==> src/logic/sdpsc_pkg.sv <==
// Purpose: Shared constants and types for the SDRAM power-state decoder
// Assumes: Link clock sampled by clk_sys at 20 MHz
// Notes: All offsets, codes and timing counts live here
package sdpsc_pkg;
  // ----------------------------------------
  // Timing
  // ----------------------------------------
  localparam int CLK_SYS_NS = 50;
  localparam int TXP_NS = 7500;
  localparam int TXP_CYC = (TXP_NS + CLK_SYS_NS - 1) / CLK_SYS_NS;
  localparam int STABLE_LINK_CLKS = 2;
  localparam logic [7:0] TXP_CNT = 8'(TXP_CYC);
  localparam logic [1:0] STABLE_CNT = 2'(STABLE_LINK_CLKS);
  localparam logic [3:0] PDN_CNT_MAX = 4'hf;

  // ----------------------------------------
  // Command codes on CA0..CA2
  // ----------------------------------------
  localparam logic [2:0] CA_NOP = 3'h7;
  localparam logic [2:0] CA_DEEP = 3'h3;
  localparam logic [2:0] CA_DEEP_MASK = 3'h7;

  // Power state of the device
  typedef enum logic [2:0] {
    ST_IDLE, ST_PDOWN, ST_DEEP, ST_UNINIT, ST_EXIT
  } sdpsc_state_e;

  // Pin sample of one rising link edge
  typedef struct packed {
    logic cke;
    logic csN;
    logic [2:0] ca;
  } sdpsc_pins_s;

  // Status outputs toward the core
  typedef struct packed {
    logic inPowerDown;
    logic inDeepSleep;
    logic needInit;
    logic ready;
    logic buffersOn;
    logic arrayLost;
    logic nopSeen;
    logic badSeq;
  } sdpsc_stat_s;
endpackage

==> src/logic/sdpsc_power_ctrl.sv <==
// Purpose: Device-side power-down and deep sleep state tracking
// Assumes: Controller keeps its own entry delays and clock-stop rules
// Notes: Decodes CKE, CS_n and CA0..CA2 on each rising link edge
`timescale 1ns/1ps
// Function
// - CKE low, CS low, CA=110 enters deep sleep
// - Deep sleep holds CKE low, buffers off
// - Array contents lost on deep sleep
// - CKE high exits; full init needed
// - Ready once two clocks and tXP have both passed
// - NOP needs stable CKE; two encodings
// - NOP never aborts running operation
// - CKE falls with CS high: power-down
module sdpsc_power_ctrl (
  input wire logic clk_sys,
  input wire logic rstn,
  input wire logic linkClk,
  input wire logic cke,
  input wire logic csN,
  input wire logic [2:0] ca,
  input wire logic initDone,
  output sdpsc_pkg::sdpsc_stat_s status
);
  import sdpsc_pkg::*;

  typedef struct packed {
    sdpsc_state_e st;
    logic ckePrev;
    logic [7:0] xpCnt;
    logic [1:0] stableCnt;
    sdpsc_stat_s stat;
  } sdpsc_core_s;

  sdpsc_core_s core_r;
  sdpsc_core_s core_nxt;
  logic edgeSeen;
  sdpsc_pins_s pins;
  sdpsc_pins_s pinsRaw;
  logic isNop;
  logic isDeep;

  assign pinsRaw = '{cke: cke, csN: csN, ca: ca};

  // ----------------------------------------
  // Pin synchroniser and edge finder
  // ----------------------------------------
  sdpsc_edge_sync uSync (
    .clk_sys(clk_sys),
    .rstn(rstn),
    .linkClk(linkClk),
    .pinsIn(pinsRaw),
    .edgeSeen(edgeSeen),
    .pinsOut(pins)
  );

  // Command decode of the sampled edge
  assign isNop = (pins.cke == core_r.ckePrev) &&
    (pins.csN || (pins.ca == CA_NOP));
  assign isDeep = core_r.ckePrev && !pins.cke && !pins.csN &&
    ((pins.ca & CA_DEEP_MASK) == CA_DEEP);

  // ----------------------------------------
  // Power state machine
  // ----------------------------------------
  always_comb begin
    core_nxt = core_r;
    core_nxt.stat.nopSeen = 1'b0;
    core_nxt.stat.badSeq = 1'b0;
    if (core_r.xpCnt != 8'h00) begin
      core_nxt.xpCnt = core_r.xpCnt - 8'h01;
    end
    if (edgeSeen) begin
      core_nxt.ckePrev = pins.cke;
      core_nxt.stat.nopSeen = isNop;
      case (core_r.st)
        ST_IDLE: begin
          if (isDeep) begin
            core_nxt.st = ST_DEEP;
          end else if (core_r.ckePrev && !pins.cke && pins.csN) begin
            core_nxt.st = ST_PDOWN;
          end else if (core_r.ckePrev && !pins.cke) begin
            core_nxt.stat.badSeq = 1'b1;
          end
        end
        ST_PDOWN: begin
          if (pins.cke) begin
            core_nxt.st = ST_EXIT;
            core_nxt.xpCnt = TXP_CNT;
            core_nxt.stableCnt = STABLE_CNT;
          end
        end
        ST_DEEP: begin
          if (pins.cke) begin
            core_nxt.st = ST_UNINIT;
          end
        end
        ST_UNINIT: begin
          core_nxt.st = ST_UNINIT;
        end
        ST_EXIT: begin
          if (core_r.stableCnt != 2'h0) begin
            core_nxt.stableCnt = core_r.stableCnt - 2'h1;
          end
          if (!pins.csN) begin
            core_nxt.stat.badSeq = 1'b1;
          end
        end
        default: begin
          core_nxt.st = ST_IDLE;
        end
      endcase
    end
    if (core_r.st == ST_EXIT && core_r.xpCnt == 8'h00 &&
        core_r.stableCnt == 2'h0) begin
      core_nxt.st = ST_IDLE;
    end
    if (core_r.st == ST_UNINIT && initDone) begin
      core_nxt.st = ST_IDLE;
    end
    core_nxt.stat.inPowerDown = (core_nxt.st == ST_PDOWN);
    core_nxt.stat.inDeepSleep = (core_nxt.st == ST_DEEP);
    core_nxt.stat.needInit = (core_nxt.st == ST_UNINIT);
    core_nxt.stat.ready = (core_nxt.st == ST_IDLE);
    core_nxt.stat.buffersOn = (core_nxt.st != ST_DEEP) &&
      (core_nxt.st != ST_PDOWN);
    if (core_nxt.st == ST_DEEP) begin
      core_nxt.stat.arrayLost = 1'b1;
    end else if (core_nxt.st == ST_IDLE) begin
      core_nxt.stat.arrayLost = core_r.stat.arrayLost && !initDone;
    end
  end

  // State register
  always_ff @(posedge clk_sys or negedge rstn) begin
    if (!rstn) begin
      core_r <= '{st: ST_IDLE, ckePrev: 1'b1, xpCnt: 8'h00, stableCnt: 2'h0,
        stat: 8'h00};
    end else begin
      core_r <= core_nxt;
    end
  end

  assign status = core_r.stat;

  // ----------------------------------------
  // Checks
  // ----------------------------------------
  a_deep_entry: assert property (@(posedge clk_sys) disable iff (!rstn)
    edgeSeen && core_r.st == ST_IDLE && isDeep |=> status.inDeepSleep)
    else $error("deep sleep not entered");
  a_deep_exit_init: assert property (@(posedge clk_sys) disable iff (!rstn)
    edgeSeen && core_r.st == ST_DEEP && pins.cke |=> status.needInit)
    else $error("deep sleep exit missed init");
  a_deep_buffers: assert property (@(posedge clk_sys) disable iff (!rstn)
    status.inDeepSleep |-> !status.buffersOn && status.arrayLost)
    else $error("buffers on in deep sleep");
  a_pdown_entry: assert property (@(posedge clk_sys) disable iff (!rstn)
    edgeSeen && core_r.st == ST_IDLE && core_r.ckePrev && !pins.cke && pins.csN
    |=> status.inPowerDown)
    else $error("power-down not entered");
  a_exit_wait: assert property (@(posedge clk_sys) disable iff (!rstn)
    edgeSeen && core_r.st == ST_PDOWN && pins.cke |=> !status.ready [*8])
    else $error("ready before exit latency");
  a_nop_flag: assert property (@(posedge clk_sys) disable iff (!rstn)
    edgeSeen && pins.cke != core_r.ckePrev |=> !status.nopSeen)
    else $error("nop flagged on CKE change");
  a_uninit_hold: assert property (@(posedge clk_sys) disable iff (!rstn)
    status.needInit && !initDone |=> !status.ready)
    else $error("ready without init");
  a_exit_cs: assert property (@(posedge clk_sys) disable iff (!rstn)
    edgeSeen && core_r.st == ST_EXIT && !pins.csN |=> status.badSeq)
    else $error("command in exit not flagged");
  // Refusals, holds, NOP flag, power-down outputs and exit latency
  a_bad_refused: assert property (@(posedge clk_sys) disable iff (!rstn)
    edgeSeen && core_r.st == ST_IDLE && core_r.ckePrev && !pins.cke && !pins.csN &&
    !isDeep |=> status.badSeq && status.ready)
    else $error("bad entry not refused");
  a_deep_hold: assert property (@(posedge clk_sys) disable iff (!rstn)
    status.inDeepSleep && !(edgeSeen && pins.cke) |=> status.inDeepSleep)
    else $error("deep sleep left with CKE low");
  a_lost_kept: assert property (@(posedge clk_sys) disable iff (!rstn)
    status.needInit |-> status.arrayLost)
    else $error("array loss cleared before init");
  a_nop_keeps_pd: assert property (@(posedge clk_sys) disable iff (!rstn)
    edgeSeen && core_r.st == ST_PDOWN && isNop |=> status.inPowerDown)
    else $error("nop ended power-down");
  a_nop_flag_set: assert property (@(posedge clk_sys) disable iff (!rstn)
    edgeSeen && isNop |=> status.nopSeen)
    else $error("nop not flagged");
  a_exit_latency: assert property (@(posedge clk_sys) disable iff (!rstn)
    core_r.st == ST_EXIT && core_r.xpCnt != 8'h00 |=> !status.ready)
    else $error("ready while exit latency runs");
  a_exit_load: assert property (@(posedge clk_sys) disable iff (!rstn)
    edgeSeen && core_r.st == ST_PDOWN && pins.cke
    |=> core_r.xpCnt == TXP_CNT && core_r.stableCnt == STABLE_CNT)
    else $error("exit counters not loaded");
  a_pdown_quiet: assert property (@(posedge clk_sys) disable iff (!rstn)
    status.inPowerDown |-> !status.buffersOn && !status.ready)
    else $error("buffers on in power-down");
  // Scenario covers
  c_refused: cover property (@(posedge clk_sys) disable iff (!rstn) status.badSeq);
  c_deep: cover property (@(posedge clk_sys) disable iff (!rstn) status.inDeepSleep);
  c_pdown: cover property (@(posedge clk_sys) disable iff (!rstn) status.inPowerDown);
  c_reinit: cover property (@(posedge clk_sys) disable iff (!rstn)
    status.needInit ##1 status.ready);
endmodule

==> src/logic/sdpsc_edge_sync.sv <==
// Purpose: Synchronise link pins and flag each rising link clock edge
// Assumes: Pins change well away from the sampling edge
// Notes: First sync stage feeds only the second
`timescale 1ns/1ps
module sdpsc_edge_sync (
  input wire logic clk_sys,
  input wire logic rstn,
  input wire logic linkClk,
  input wire sdpsc_pkg::sdpsc_pins_s pinsIn,
  output logic edgeSeen,
  output sdpsc_pkg::sdpsc_pins_s pinsOut
);
  import sdpsc_pkg::*;

  typedef struct packed {
    logic [1:0] clkSync;
    logic clkPrev;
    sdpsc_pins_s pinA;
    sdpsc_pins_s pinB;
    logic edgeHit;
    sdpsc_pins_s pinHold;
  } sdpsc_sync_s;

  sdpsc_sync_s sync_r;
  sdpsc_sync_s sync_nxt;

  // ----------------------------------------
  // Next state
  // ----------------------------------------
  always_comb begin
    sync_nxt = sync_r;
    sync_nxt.clkSync = {sync_r.clkSync[0], linkClk};
    sync_nxt.clkPrev = sync_r.clkSync[1];
    sync_nxt.pinA = pinsIn;
    sync_nxt.pinB = sync_r.pinA;
    sync_nxt.edgeHit = sync_r.clkSync[1] & ~sync_r.clkPrev;
    if (sync_r.clkSync[1] & ~sync_r.clkPrev) begin
      sync_nxt.pinHold = sync_r.pinB;
    end
  end

  // State register
  always_ff @(posedge clk_sys or negedge rstn) begin
    if (!rstn) begin
      sync_r <= '0;
    end else begin
      sync_r <= sync_nxt;
    end
  end

  assign edgeSeen = sync_r.edgeHit;
  assign pinsOut = sync_r.pinHold;
endmodule

==> config.mk <==
export PLATFORM = sky130hd
export DESIGN_NAME = sdpsc_power_ctrl
export DESIGN_NICKNAME = d
export VERILOG_FILES = /design/src/logic/sdpsc_pkg.sv /design/src/logic/sdpsc_power_ctrl.sv /design/src/logic/sdpsc_edge_sync.sv
export SDC_FILE = /design/constraint.sdc
export NUM_CORES = 1
export LEC_CHECK = 0
export BUFFER_PORTS_ARGS = -buffer_cell sky130_fd_sc_hd__buf_2
export CAP_MARGIN = 20
export CORE_AREA = 5 5 62 64
export CTS_CLUSTER_DIAMETER = 60
export DETAILED_ROUTE_END_ITERATION = 6
export DIE_AREA = 0 0 67 69
export PLACE_DENSITY = 0.75
export RECOVER_POWER = 50
export SYNTH_ARGS = -nofsm -noshare
export SYNTH_HDL_FRONTEND = slang
export SYNTH_SLANG_ARGS = --single-unit
==> constraint.sdc <==
create_clock -name clk_sys -period 5.7 [get_ports clk_sys]
set_clock_uncertainty 0.15 [all_clocks]
set_input_delay 0.855 -clock clk_sys [delete_from_list [all_inputs] [get_ports clk_sys]]
set_output_delay 0.855 -clock clk_sys [all_outputs]
set_load 0.05 [all_outputs]
==> results of run 1 <==
## path summary, 6_finish.rpt
| check | start | endpoint | slack, ns | cells past startpoint |
|---|---|---|---|---|
| worst max register to register | core_r[10]$_DFF_PN0_ | status[2]$_DFFE_PN0P_ | 3.55 | 6 |
| worst max-delay path | rstn | core_r[8]$_DFFE_PN0P_ | 3.27 | 1 |
| worst min register to register | uSync.sync_nxt[18]$_DFF_PN0_ | uSync.sync_nxt[16]$_DFF_PN0_ | 0.21 | 0 |
| min in group asynchronous | rstn | core_r[17]$_DFF_PN0_ | 0.94 | 1 |
| max in group clk_sys | core_r[10]$_DFF_PN0_ | status[2]$_DFFE_PN0P_ | 3.55 | 6 |
| worst min-delay path | uSync.sync_nxt[18]$_DFF_PN0_ | uSync.sync_nxt[16]$_DFF_PN0_ | 0.21 | 0 |
## power by group through the flow
stage	sequential, mW	clock (mW)	combinational (mW)
after global routing	0.390	0.161	0.191
after global placement	0.385	0	0.154
after detailed placement	0.389	0	0.166
after floorplan	0.378	0	0.133
final	0.383	0.141	0.165
after CTS	0.383	0.148	0.168
## registers in the layout, indices dropped and copies added (netlist names)
register,cells
uSync.edgeSeen,1
uSync.sync_r,6
core_r,14
uSync.sync_nxt,7
status,8
uSync.pinsOut,5
## synth_stat cells (all sizes together) (2+ instances only)
library cell / instances / area [sq um]
dfrtp: 40 / 1001
nand2: 17 / 63.81
buf: 10 / 76.32
o21ai: 9 / 45.04
nor2: 8 / 30.03
inv: 7 / 26.28
nor3: 7 / 45.04
mux2: 5 / 56.30
nor2b: 5 / 31.28
xnor2: 5 / 43.79
ha: 4 / 50.05
and2: 3 / 21.27
nor3b: 3 / 22.52
a21oi: 2 / 10.01
a31oi: 2 / 12.51
and2b: 2 / 15.01
nor4: 2 / 27.53
## cell families after synthesis
logic type	Yosys count	synth area share
buffers and inverters	18	0.06173
and+or+nand+nor	52	0.1743
adders and majority gates	4	0.02905
DFF	41	0.5962
AOI/OAI and AO/OA	19	0.06972
xor gates and xnor gates	6	0.03050
muxes	6	0.03849
## layout make-up
cell class | count | area, sq um
Clock buffer | 7 | 55.05
Timing Repair Buffer | 16 | 78.83
Inverter | 7 | 26.28
Fill cell | 302 | 1398
Sequential cell | 41 | 1027
Multi-Input combinational cell | 87 | 589.3
Tap cell | 46 | 57.56
## metal layers
layer  vias up  wire length, um
li1        506                -
met1       501             1160
met2        26             1351
met3         8              135
met4         0               70
met5         -                0
## per-stage QoR
stage / util / std cells / worst slack (ns) / hold WS [ns] / total power, mW
after floorplan: - / 146 / 3.644 / 0.1812 / 0.5114
after global placement: 0.5509 / 197 / 3.512 / 0.1818 / 0.5388
after detailed placement: 0.5509 / 197 / 3.444 / 0.1864 / 0.5549
after CTS: 0.5679 / 204 / 3.557 / 0.2113 / 0.6991
after global routing: 0.5676 / 204 / 2.765 / 0.2191 / 0.7422
final: 0.5676 / 204 / 3.274 / 0.2062 / 0.6896
==> results.yml, run 1 <==
finish:
  area_growth_pct: 6.463
  finalInstanceArea_sq_mm: 0.001834
  antenna_cells: 0
  mostFrequentLayoutCells: "dfrtp_1 (40), nand2_1 (17), buf_2 (15)"
  drive_above_1_share: 0.2025
  nets: 171
  layout_commonest_cell: "dfrtp_1"
die:
  ios: 17
  dieArea_sq_mm: 0.004623
  die_h_um: 69
  die_w_um: 67
  start_util: 0.5331
  core_sq_mm: 0.003232
  core.rowCount: 21
detailed_routing:
  totalWireLength_um: 2717
  dr.pass1.iters: 4
  vias_per_cell: 5.103
  drt-initial-drc-count: 27
  drc_errors: 0
  routedWlPerCell_um: 13.32
  ant_nets: 0
  num_vias: 1041
critical_path:
  critPathRequiredTime_ns: 5.59
  critical_path_buf_inv_count: 1
  path_delay_family: "buffers and inverters"
  cp_max_fo: 41
  crit_chain: "clkbuf_1"
  critPathLaunchType: "input port"
  crit_path_max_incr_delay_ns: 1.45
  cp.arrival_ns: 2.32
  cpMaxStageDelayCell: "clkbuf_1"
  crit_type: "in2async"
  endpoint_kind: "asynchronous set/reset pin"
power:
  irDropWorstVdd_uv: 203.4
  p_seq_frac: 0.555
  power_leakage_nw: 0.8334
  netSwitchingFraction: 0.3100
  p_int_mw: 0.4758
  power_frac_comb: 0.240
  p_sw_mw: 0.2138
  p_clk_frac: 0.205
  power-per-cell-area_mw_per_mm2: 376.0
global_routing:
  grt_pass1_vias: 1127
  grt-busiest-layer: "met2"
  grt_start_max_net_pins: 42
  use_met3: 0.03734
  grt_antenna_before_repair: 0
  track_usage: 0.1378
  gr-usage-met1: 0.1681
  met2_usage: 0.2162
  overflow: 0
  grt_pass1_wl_um: 4892
cts:
  clk_latency_ns: 0.34
  cts_buffers: 5
  cts.root.buffer_cell: "clkbuf_4"
  cts_tree: "done"
  postCtsResizedCells: 0
  hold_buffers: 0
  cts.sink_count: 41
  clockBufferDepth: 2
  clkTransAtPathRegs_ns: 0.10
  h-tree-depth: 2
  cts_setup_buffers: 0
timing:
  period_share: 0.4256
  setup_viol: 0
  period_needed_ns: 2.426
  relSlewSlack: -0.3734
  rsz0062_at_grt: "no"
  worst_slew_pin_slew_ns: 2.060
  hold_viol: 0
  setup_tns_ns: 0
  fmax_mhz: 412.2
  drv_slew: 42
placement:
  dp_hpwl_um: 1972
  routabilityCongestion: 0.8536
  portBuffers: 16
  placed_cell_area_sq_mm: 0.001780
outcome:
  violations: "max-capacitance violations, max-slew violations"
  outcome: "complete, but fails checks"
yosys:
  synth-seq-cells: 41
  synth_warnings: 0
  synth_edf_count: 0
  synthesis.area_sq_mm: 0.001723
  synth_ff_type: "dfrtp_1"
  netlist_instances: 146
  synth_cell_types: 37
  synth_fp_nets: 159
  synthArstFlopShare: 1.000
  synth.yosys.seq_area_share: 0.5962
  syn_avg_cell_area_sq_um: 11.80
hold_path:
  hold_class: "reg2reg"
run:
  cap_violations: 1
Power figures use the tool's default switching activity.
==> run 2: changes to the inputs <==
==> constraint.sdc (replaced) <==
create_clock -name clk_sys -period 2.5 [get_ports clk_sys]
set_clock_uncertainty 0.15 [all_clocks]
set_input_delay 0.375 -clock clk_sys [delete_from_list [all_inputs] [get_ports clk_sys]]
set_output_delay 0.375 -clock clk_sys [all_outputs]
set_load 0.05 [all_outputs]
==> run 2 against run 1 <==
The run ends with negative hold slack left. Utilization rose by 2.2 points. Worst hold slack got worse by 0.23 ns. Critical path depth rose by 6. Worst setup slack got worse by 2.9 ns. Largest power group unchanged. Highest routed layer unchanged.
==> results.yml, run 2 (same netlist as run 1, synthesis figures left out) <==
outcome:
  outcome: "complete, but fails checks"
  violations: "negative hold slack"
placement:
  pre_cts_slack_ns: 0.4250
  place_inst: 198
  routabilityCongestion: 0.8079
  portBuffers: 16
  dp_hpwl_um: 1931
finish:
  largest_reg_flops: 14
  drive_above_1_share: 0.2048
  mostFrequentLayoutCells: "dfrtp_1 (40), nand2_1 (17), buf_2 (16)"
  top_register: "core_r"
  layout_commonest_cell: "dfrtp_1"
  nets: 178
  area_growth_pct: 10.68
  antenna_cells: 0
  final_cells: 212
  fin_util: 0.5900
detailed_routing:
  dr.pass1.iters: 4
  totalWireLength_um: 2663
  routedWlPerCell_um: 12.56
  vias_per_cell: 4.981
  drc_errors: 0
  drt-initial-drc-count: 30
  ant_nets: 0
  num_vias: 1056
cts:
  clkTransAtPathRegs_ns: 0.11
  clockBufferDepth: 2
  cts_buffers: 5
  cts.root.buffer_cell: "clkbuf_4"
  cts.sink_count: 41
  h-tree-depth: 2
  postCtsResizedCells: 0
  cts_tree: "done"
  clk_latency_ns: 0.34
timing:
  setup_tns_ns: 0
  hold_viol: 18
  relSlewSlack: 0.4262
  hold_ws_ns: -0.02009
  period_share: 0.8487
  rsz0062_at_grt: "no"
  drv_slew: 0
  finalWorstSetupSlack_ns: 0.3783
  period_needed_ns: 2.122
  fmax_mhz: 471.3
  worst_slew_pin_slew_ns: 0.8606
  setup_viol: 0
die:
  die_w_um: 67
  start_util: 0.5331
  core.rowCount: 21
  core_sq_mm: 0.003232
  die_h_um: 69
  dieArea_sq_mm: 0.004623
  ios: 17
power:
  irDropWorstVdd_uv: 439.2
  power_leakage_nw: 0.8679
  power-per-cell-area_mw_per_mm2: 829.2
hold_path:
  hold_class: "in2async"
run:
  cap_violations: 0
critical_path:
  critPathRequiredTime_ns: 2.57
  endpoint_kind: "flip-flop"
  cpMaxStageDelayCell: "a32oi_1"
  cpMostUsedCell: "nand2_1"
  crit_path_max_incr_delay_ns: 0.47
  r2r_end: "status[2]$_DFFE_PN0P_"
  worstReg2RegStart: "uSync.pinsOut[4]$_DFFE_PN0P_"
  cp_max_fo: 6
  timing.reg2reg.worst_path_depth: 7
  r2r_setup_slack_ns: 0.38
  critPathLaunchType: "flip-flop"
  crit_type: "reg2reg"
  crit_chain: "inv_1 > ha_1 > nand2_1 > o31ai_1 > a32oi_1 > nand2_1 > a311o_1"
  cp.arrival_ns: 2.20
global_routing:
  grt_start_max_net_pins: 42
  track_usage: 0.1334
  overflow: 0
  grt_pass1_vias: 1109
  grt_pass1_wl_um: 4740
  grt_antenna_before_repair: 0
-- run 2: cell types whose count changed in the layout (fill, tap and decap cells not counted) --
cell	previous run	this run
dlygate4sd3_1	0	6
buf_4	0	1
buf_2	15	16
-- run 2: area by class of cell --
cell class              count  area, sq um
well taps                  46        57.56
repair buffers             23        147.6
clock buffers               8        58.81
flip-flops and latches     41         1027
inverters                   7        26.28
fillers                   279         1325
multi-input cells          87        589.3
-- run 2: power by group --
part / switching (mW) / leakage, nW / internal [mW]
registers: 0.0923 / 0.492 / 0.782
logic: 0.201 / 0.343 / 0.177
clock network: 0.190 / 0.0326 / 0.139
total: 0.483 / 0.868 / 1.10
-- run 2: worst max-delay path: cells and delay by family (launching register included) --
| kind | cells | cell delay, ns |
|---|---|---|
| simple gates | 2 | 0.21 |
| flops | 1 | 0.45 |
| compound gates | 3 | 0.92 |
| buf+inv | 1 | 0.08 |
| fa+ha+maj | 1 | 0.20 |
-- run 2: routing by layer --
layer / up-vias / routed length (um) / GRT usage
li1: 524 / - / -
met1: 503 / 1270 / 0.1711
met5: - / 0 / 0
met3: 7 / 117 / 0.04383
met4: 0 / 61 / 0.06306
met2: 22 / 1214 / 0.2009
-- run 2: metrics by stage --
| step | area (sq um) | total power, mW |
|---|---|---|
| global route | 1907 | 1.704 |
| global placement | 1788 | 1.232 |
| finish | 1907 | 1.581 |
| detailed placement | 1788 | 1.264 |
| CTS | 1907 | 1.599 |
| floorplan | 1723 | 1.166 |
-- run 2: repair_timing --
item,in CTS,in global routing
setup endpoints to repair,0,0
endpoints found under the hold margin,6,0
hold buffers,6,0
setup buffers,0,0
-- run 2: worst max-delay path by stage --
stage                                             from  slack (ns)               endpoint  cells past startpoint
after CTS                 uSync.pinsOut[4]$_DFFE_PN0P_        0.40  status[2]$_DFFE_PN0P_                      7
after detailed placement  uSync.pinsOut[4]$_DFFE_PN0P_        0.43  status[2]$_DFFE_PN0P_                      7
after floorplan                 core_r[18]$_DFFE_PN1P_        0.59  status[2]$_DFFE_PN0P_                      6
after global placement          core_r[18]$_DFFE_PN1P_        0.53  status[2]$_DFFE_PN0P_                      6
after global routing      uSync.pinsOut[4]$_DFFE_PN0P_        0.20  status[2]$_DFFE_PN0P_                      7
final                     uSync.pinsOut[4]$_DFFE_PN0P_        0.38  status[2]$_DFFE_PN0P_                      7
==> run 3: changes to the inputs <==
--- a/config.mk
+++ b/config.mk
@@ -7,11 +7,11 @@
 export LEC_CHECK = 0
 export BUFFER_PORTS_ARGS = -buffer_cell sky130_fd_sc_hd__buf_2
 export CAP_MARGIN = 20
-export CORE_AREA = 5 5 62 64
+export CORE_AREA = 5 5 65 67
 export CTS_CLUSTER_DIAMETER = 60
 export DETAILED_ROUTE_END_ITERATION = 6
-export DIE_AREA = 0 0 67 69
-export PLACE_DENSITY = 0.75
+export DIE_AREA = 0 0 70 72
+export PLACE_DENSITY = 0.71
 export RECOVER_POWER = 50
 export SYNTH_ARGS = -nofsm -noshare
 export SYNTH_HDL_FRONTEND = slang
==> constraint.sdc (replaced) <==
create_clock -name clk_sys -period 1.95 [get_ports clk_sys]
set_clock_uncertainty 0.15 [all_clocks]
set_input_delay 0.2925 -clock clk_sys [delete_from_list [all_inputs] [get_ports clk_sys]]
set_output_delay 0.2925 -clock clk_sys [all_outputs]
set_load 0.05 [all_outputs]
==> run 3 against run 2 <==
The flow now finishes without violations. Non-clock buffer count grew 11. Critical path depth shrank 1. Largest power group unchanged. Worst setup slack lost 0.36 ns. Global-route usage grew 0.32 points. Design area grew 7.7%. Critical endpoint unchanged. Cell count grew 6.1%.
==> results.yml, run 3 (same netlist as run 1, synthesis figures left out) <==
placement:
  pre_cts_slack_ns: -0.08690
  dp_hpwl_um: 2195
  routabilityCongestion: 0.8073
  portBuffers: 16
  placed_cell_area_sq_mm: 0.001863
finish:
  finalInstanceArea_sq_mm: 0.002053
  antenna_cells: 0
  area_growth_pct: 19.17
  drive_above_1_share: 0.2768
  mostFrequentLayoutCells: "dfrtp_1 (39), nand2_1 (16), buf_2 (15)"
  nets: 189
  top_register: "core_r"
  largest_reg_flops: 14
  layout_commonest_cell: "dfrtp_1"
critical_path:
  cpMaxStageDelayCell: "dfstp_2"
  critPathRequiredTime_ns: 2.05
  timing.reg2reg.worst_path_depth: 6
  cp.arrival_ns: 2.04
  crit_path_max_incr_delay_ns: 0.57
  critPathLaunchType: "flip-flop"
  crit_type: "reg2reg"
  cp_max_fo: 4
  crit_chain: "ha_4 > nand2_4 > o31ai_4 > a32oi_2 > and3_4 > a311o_1"
  endpoint_kind: "flip-flop"
power:
  irDropWorstVdd_uv: 479.4
  power-per-cell-area_mw_per_mm2: 1013
  power_leakage_nw: 0.9328
timing:
  period_needed_ns: 1.931
  relSlewSlack: 0.1999
  setup_viol: 0
  fmax_mhz: 517.9
  hold_ws_ns: 0.1683
  finalWorstSetupSlack_ns: 0.01899
  hold_viol: 0
  period_share: 0.9903
  worst_slew_pin_slew_ns: 1.200
  drv_slew: 0
global_routing:
  grt_pass1_vias: 1199
  track_usage: 0.1366
  grt_start_max_net_pins: 23
  overflow: 0
  grt_pass1_wl_um: 5340
  grt_antenna_before_repair: 0
detailed_routing:
  drc_errors: 0
  totalWireLength_um: 3208
  drt-initial-drc-count: 31
  ant_nets: 0
  dr.pass1.iters: 4
  num_vias: 1130
  vias_per_cell: 5.022
  routedWlPerCell_um: 14.26
cts:
  cts.root.buffer_cell: "clkbuf_4"
  h-tree-depth: 2
  cts_buffers: 5
  clk_latency_ns: 0.36
  cts.sink_count: 41
  cts_tree: "done"
  clockBufferDepth: 2
  clkTransAtPathRegs_ns: 0.12
die:
  ios: 17
  start_util: 0.4815
  die_w_um: 70
  core.rowCount: 22
  dieArea_sq_mm: 0.005040
  die_h_um: 72
  core_sq_mm: 0.003578
outcome:
  outcome: "finished clean"
run:
  cap_violations: 0
hold_path:
  min_path_cells: 3
  hold_class: "in2reg"
run 3: final cells by class:
| class | instances | area, sq um |
|---|---|---|
| Inverter | 7 | 26.28 |
| Fill cell | 329 | 1525 |
| Multi-Input combinational cell | 87 | 648.1 |
| Clock buffer | 7 | 45.04 |
| Sequential cell | 41 | 1028 |
| Timing Repair Buffer | 34 | 240.2 |
| Clock inverter | 1 | 5.005 |
| Tap cell | 48 | 60.06 |
run 3: critical path, delay by kind of cell (launching register included):
kind	cells	cell delay, ns
AO/OA/AOI/OAI	3	0.71
flip-flops	1	0.57
AND/OR/NAND/NOR	2	0.27
adder cells (fa/ha/maj)	1	0.15
run 3: per-stage QoR:
| stage | setup TNS (ns) | power, mW | cells | util |
|---|---|---|---|---|
| after CTS | 0 | 2.072 | 223 | 0.5566 |
| final | 0 | 2.080 | 225 | 0.5738 |
| after floorplan | 0 | 1.495 | 146 | - |
| after global routing | -0.08038 | 2.229 | 225 | 0.5738 |
| after global placement | 0 | 1.600 | 208 | 0.5206 |
| after detailed placement | -0.1232 | 1.655 | 208 | 0.5206 |
run 3: report_power, final:
part	total, mW	switching [mW]	internal [mW]
sequential	1.12	0.121	1.00
combinational	0.554	0.292	0.262
clock	0.401	0.261	0.141
run 3: timing repair:
| action | CTS | global route |
|---|---|---|
| cloned | 0 | 0 |
| setup endpoints to repair | 2 | 2 |
| hold buffers | 7 | 0 |
| pin swaps | 1 | 3 |
| buffers inserted | 0 | 2 |
| endpoints found under the hold margin | 27 | 0 |
| resized for setup | 2 | 9 |
run 3: routing by layer:
metal	track usage	wire (um)	up-vias
li1	-	-	547
met1	0.1434	1183	551
met2	0.2508	1794	23
met3	0.03324	141	9
met4	0.07660	89	0
met5	0	0	-
run 3: path summary, 6_finish.rpt:
path | to | slack [ns] | start
setup / recovery | status[2]$_DFFE_PN0P_ | 0.02 | core_r[18]$_DFFE_PN1P_
hold / removal | status[2]$_DFFE_PN0P_ | 0.17 | initDone
setup reg to reg | status[2]$_DFFE_PN0P_ | 0.02 | core_r[18]$_DFFE_PN1P_
hold reg to reg | uSync.sync_r[10]$_DFF_PN0_ | 0.21 | uSync.sync_nxt[10]$_DFF_PN0_
max in group asynchronous | core_r[18]$_DFFE_PN1P_ | 0.32 | rstn
min in group asynchronous | core_r[19]$_DFF_PN0_ | 0.54 | rstn
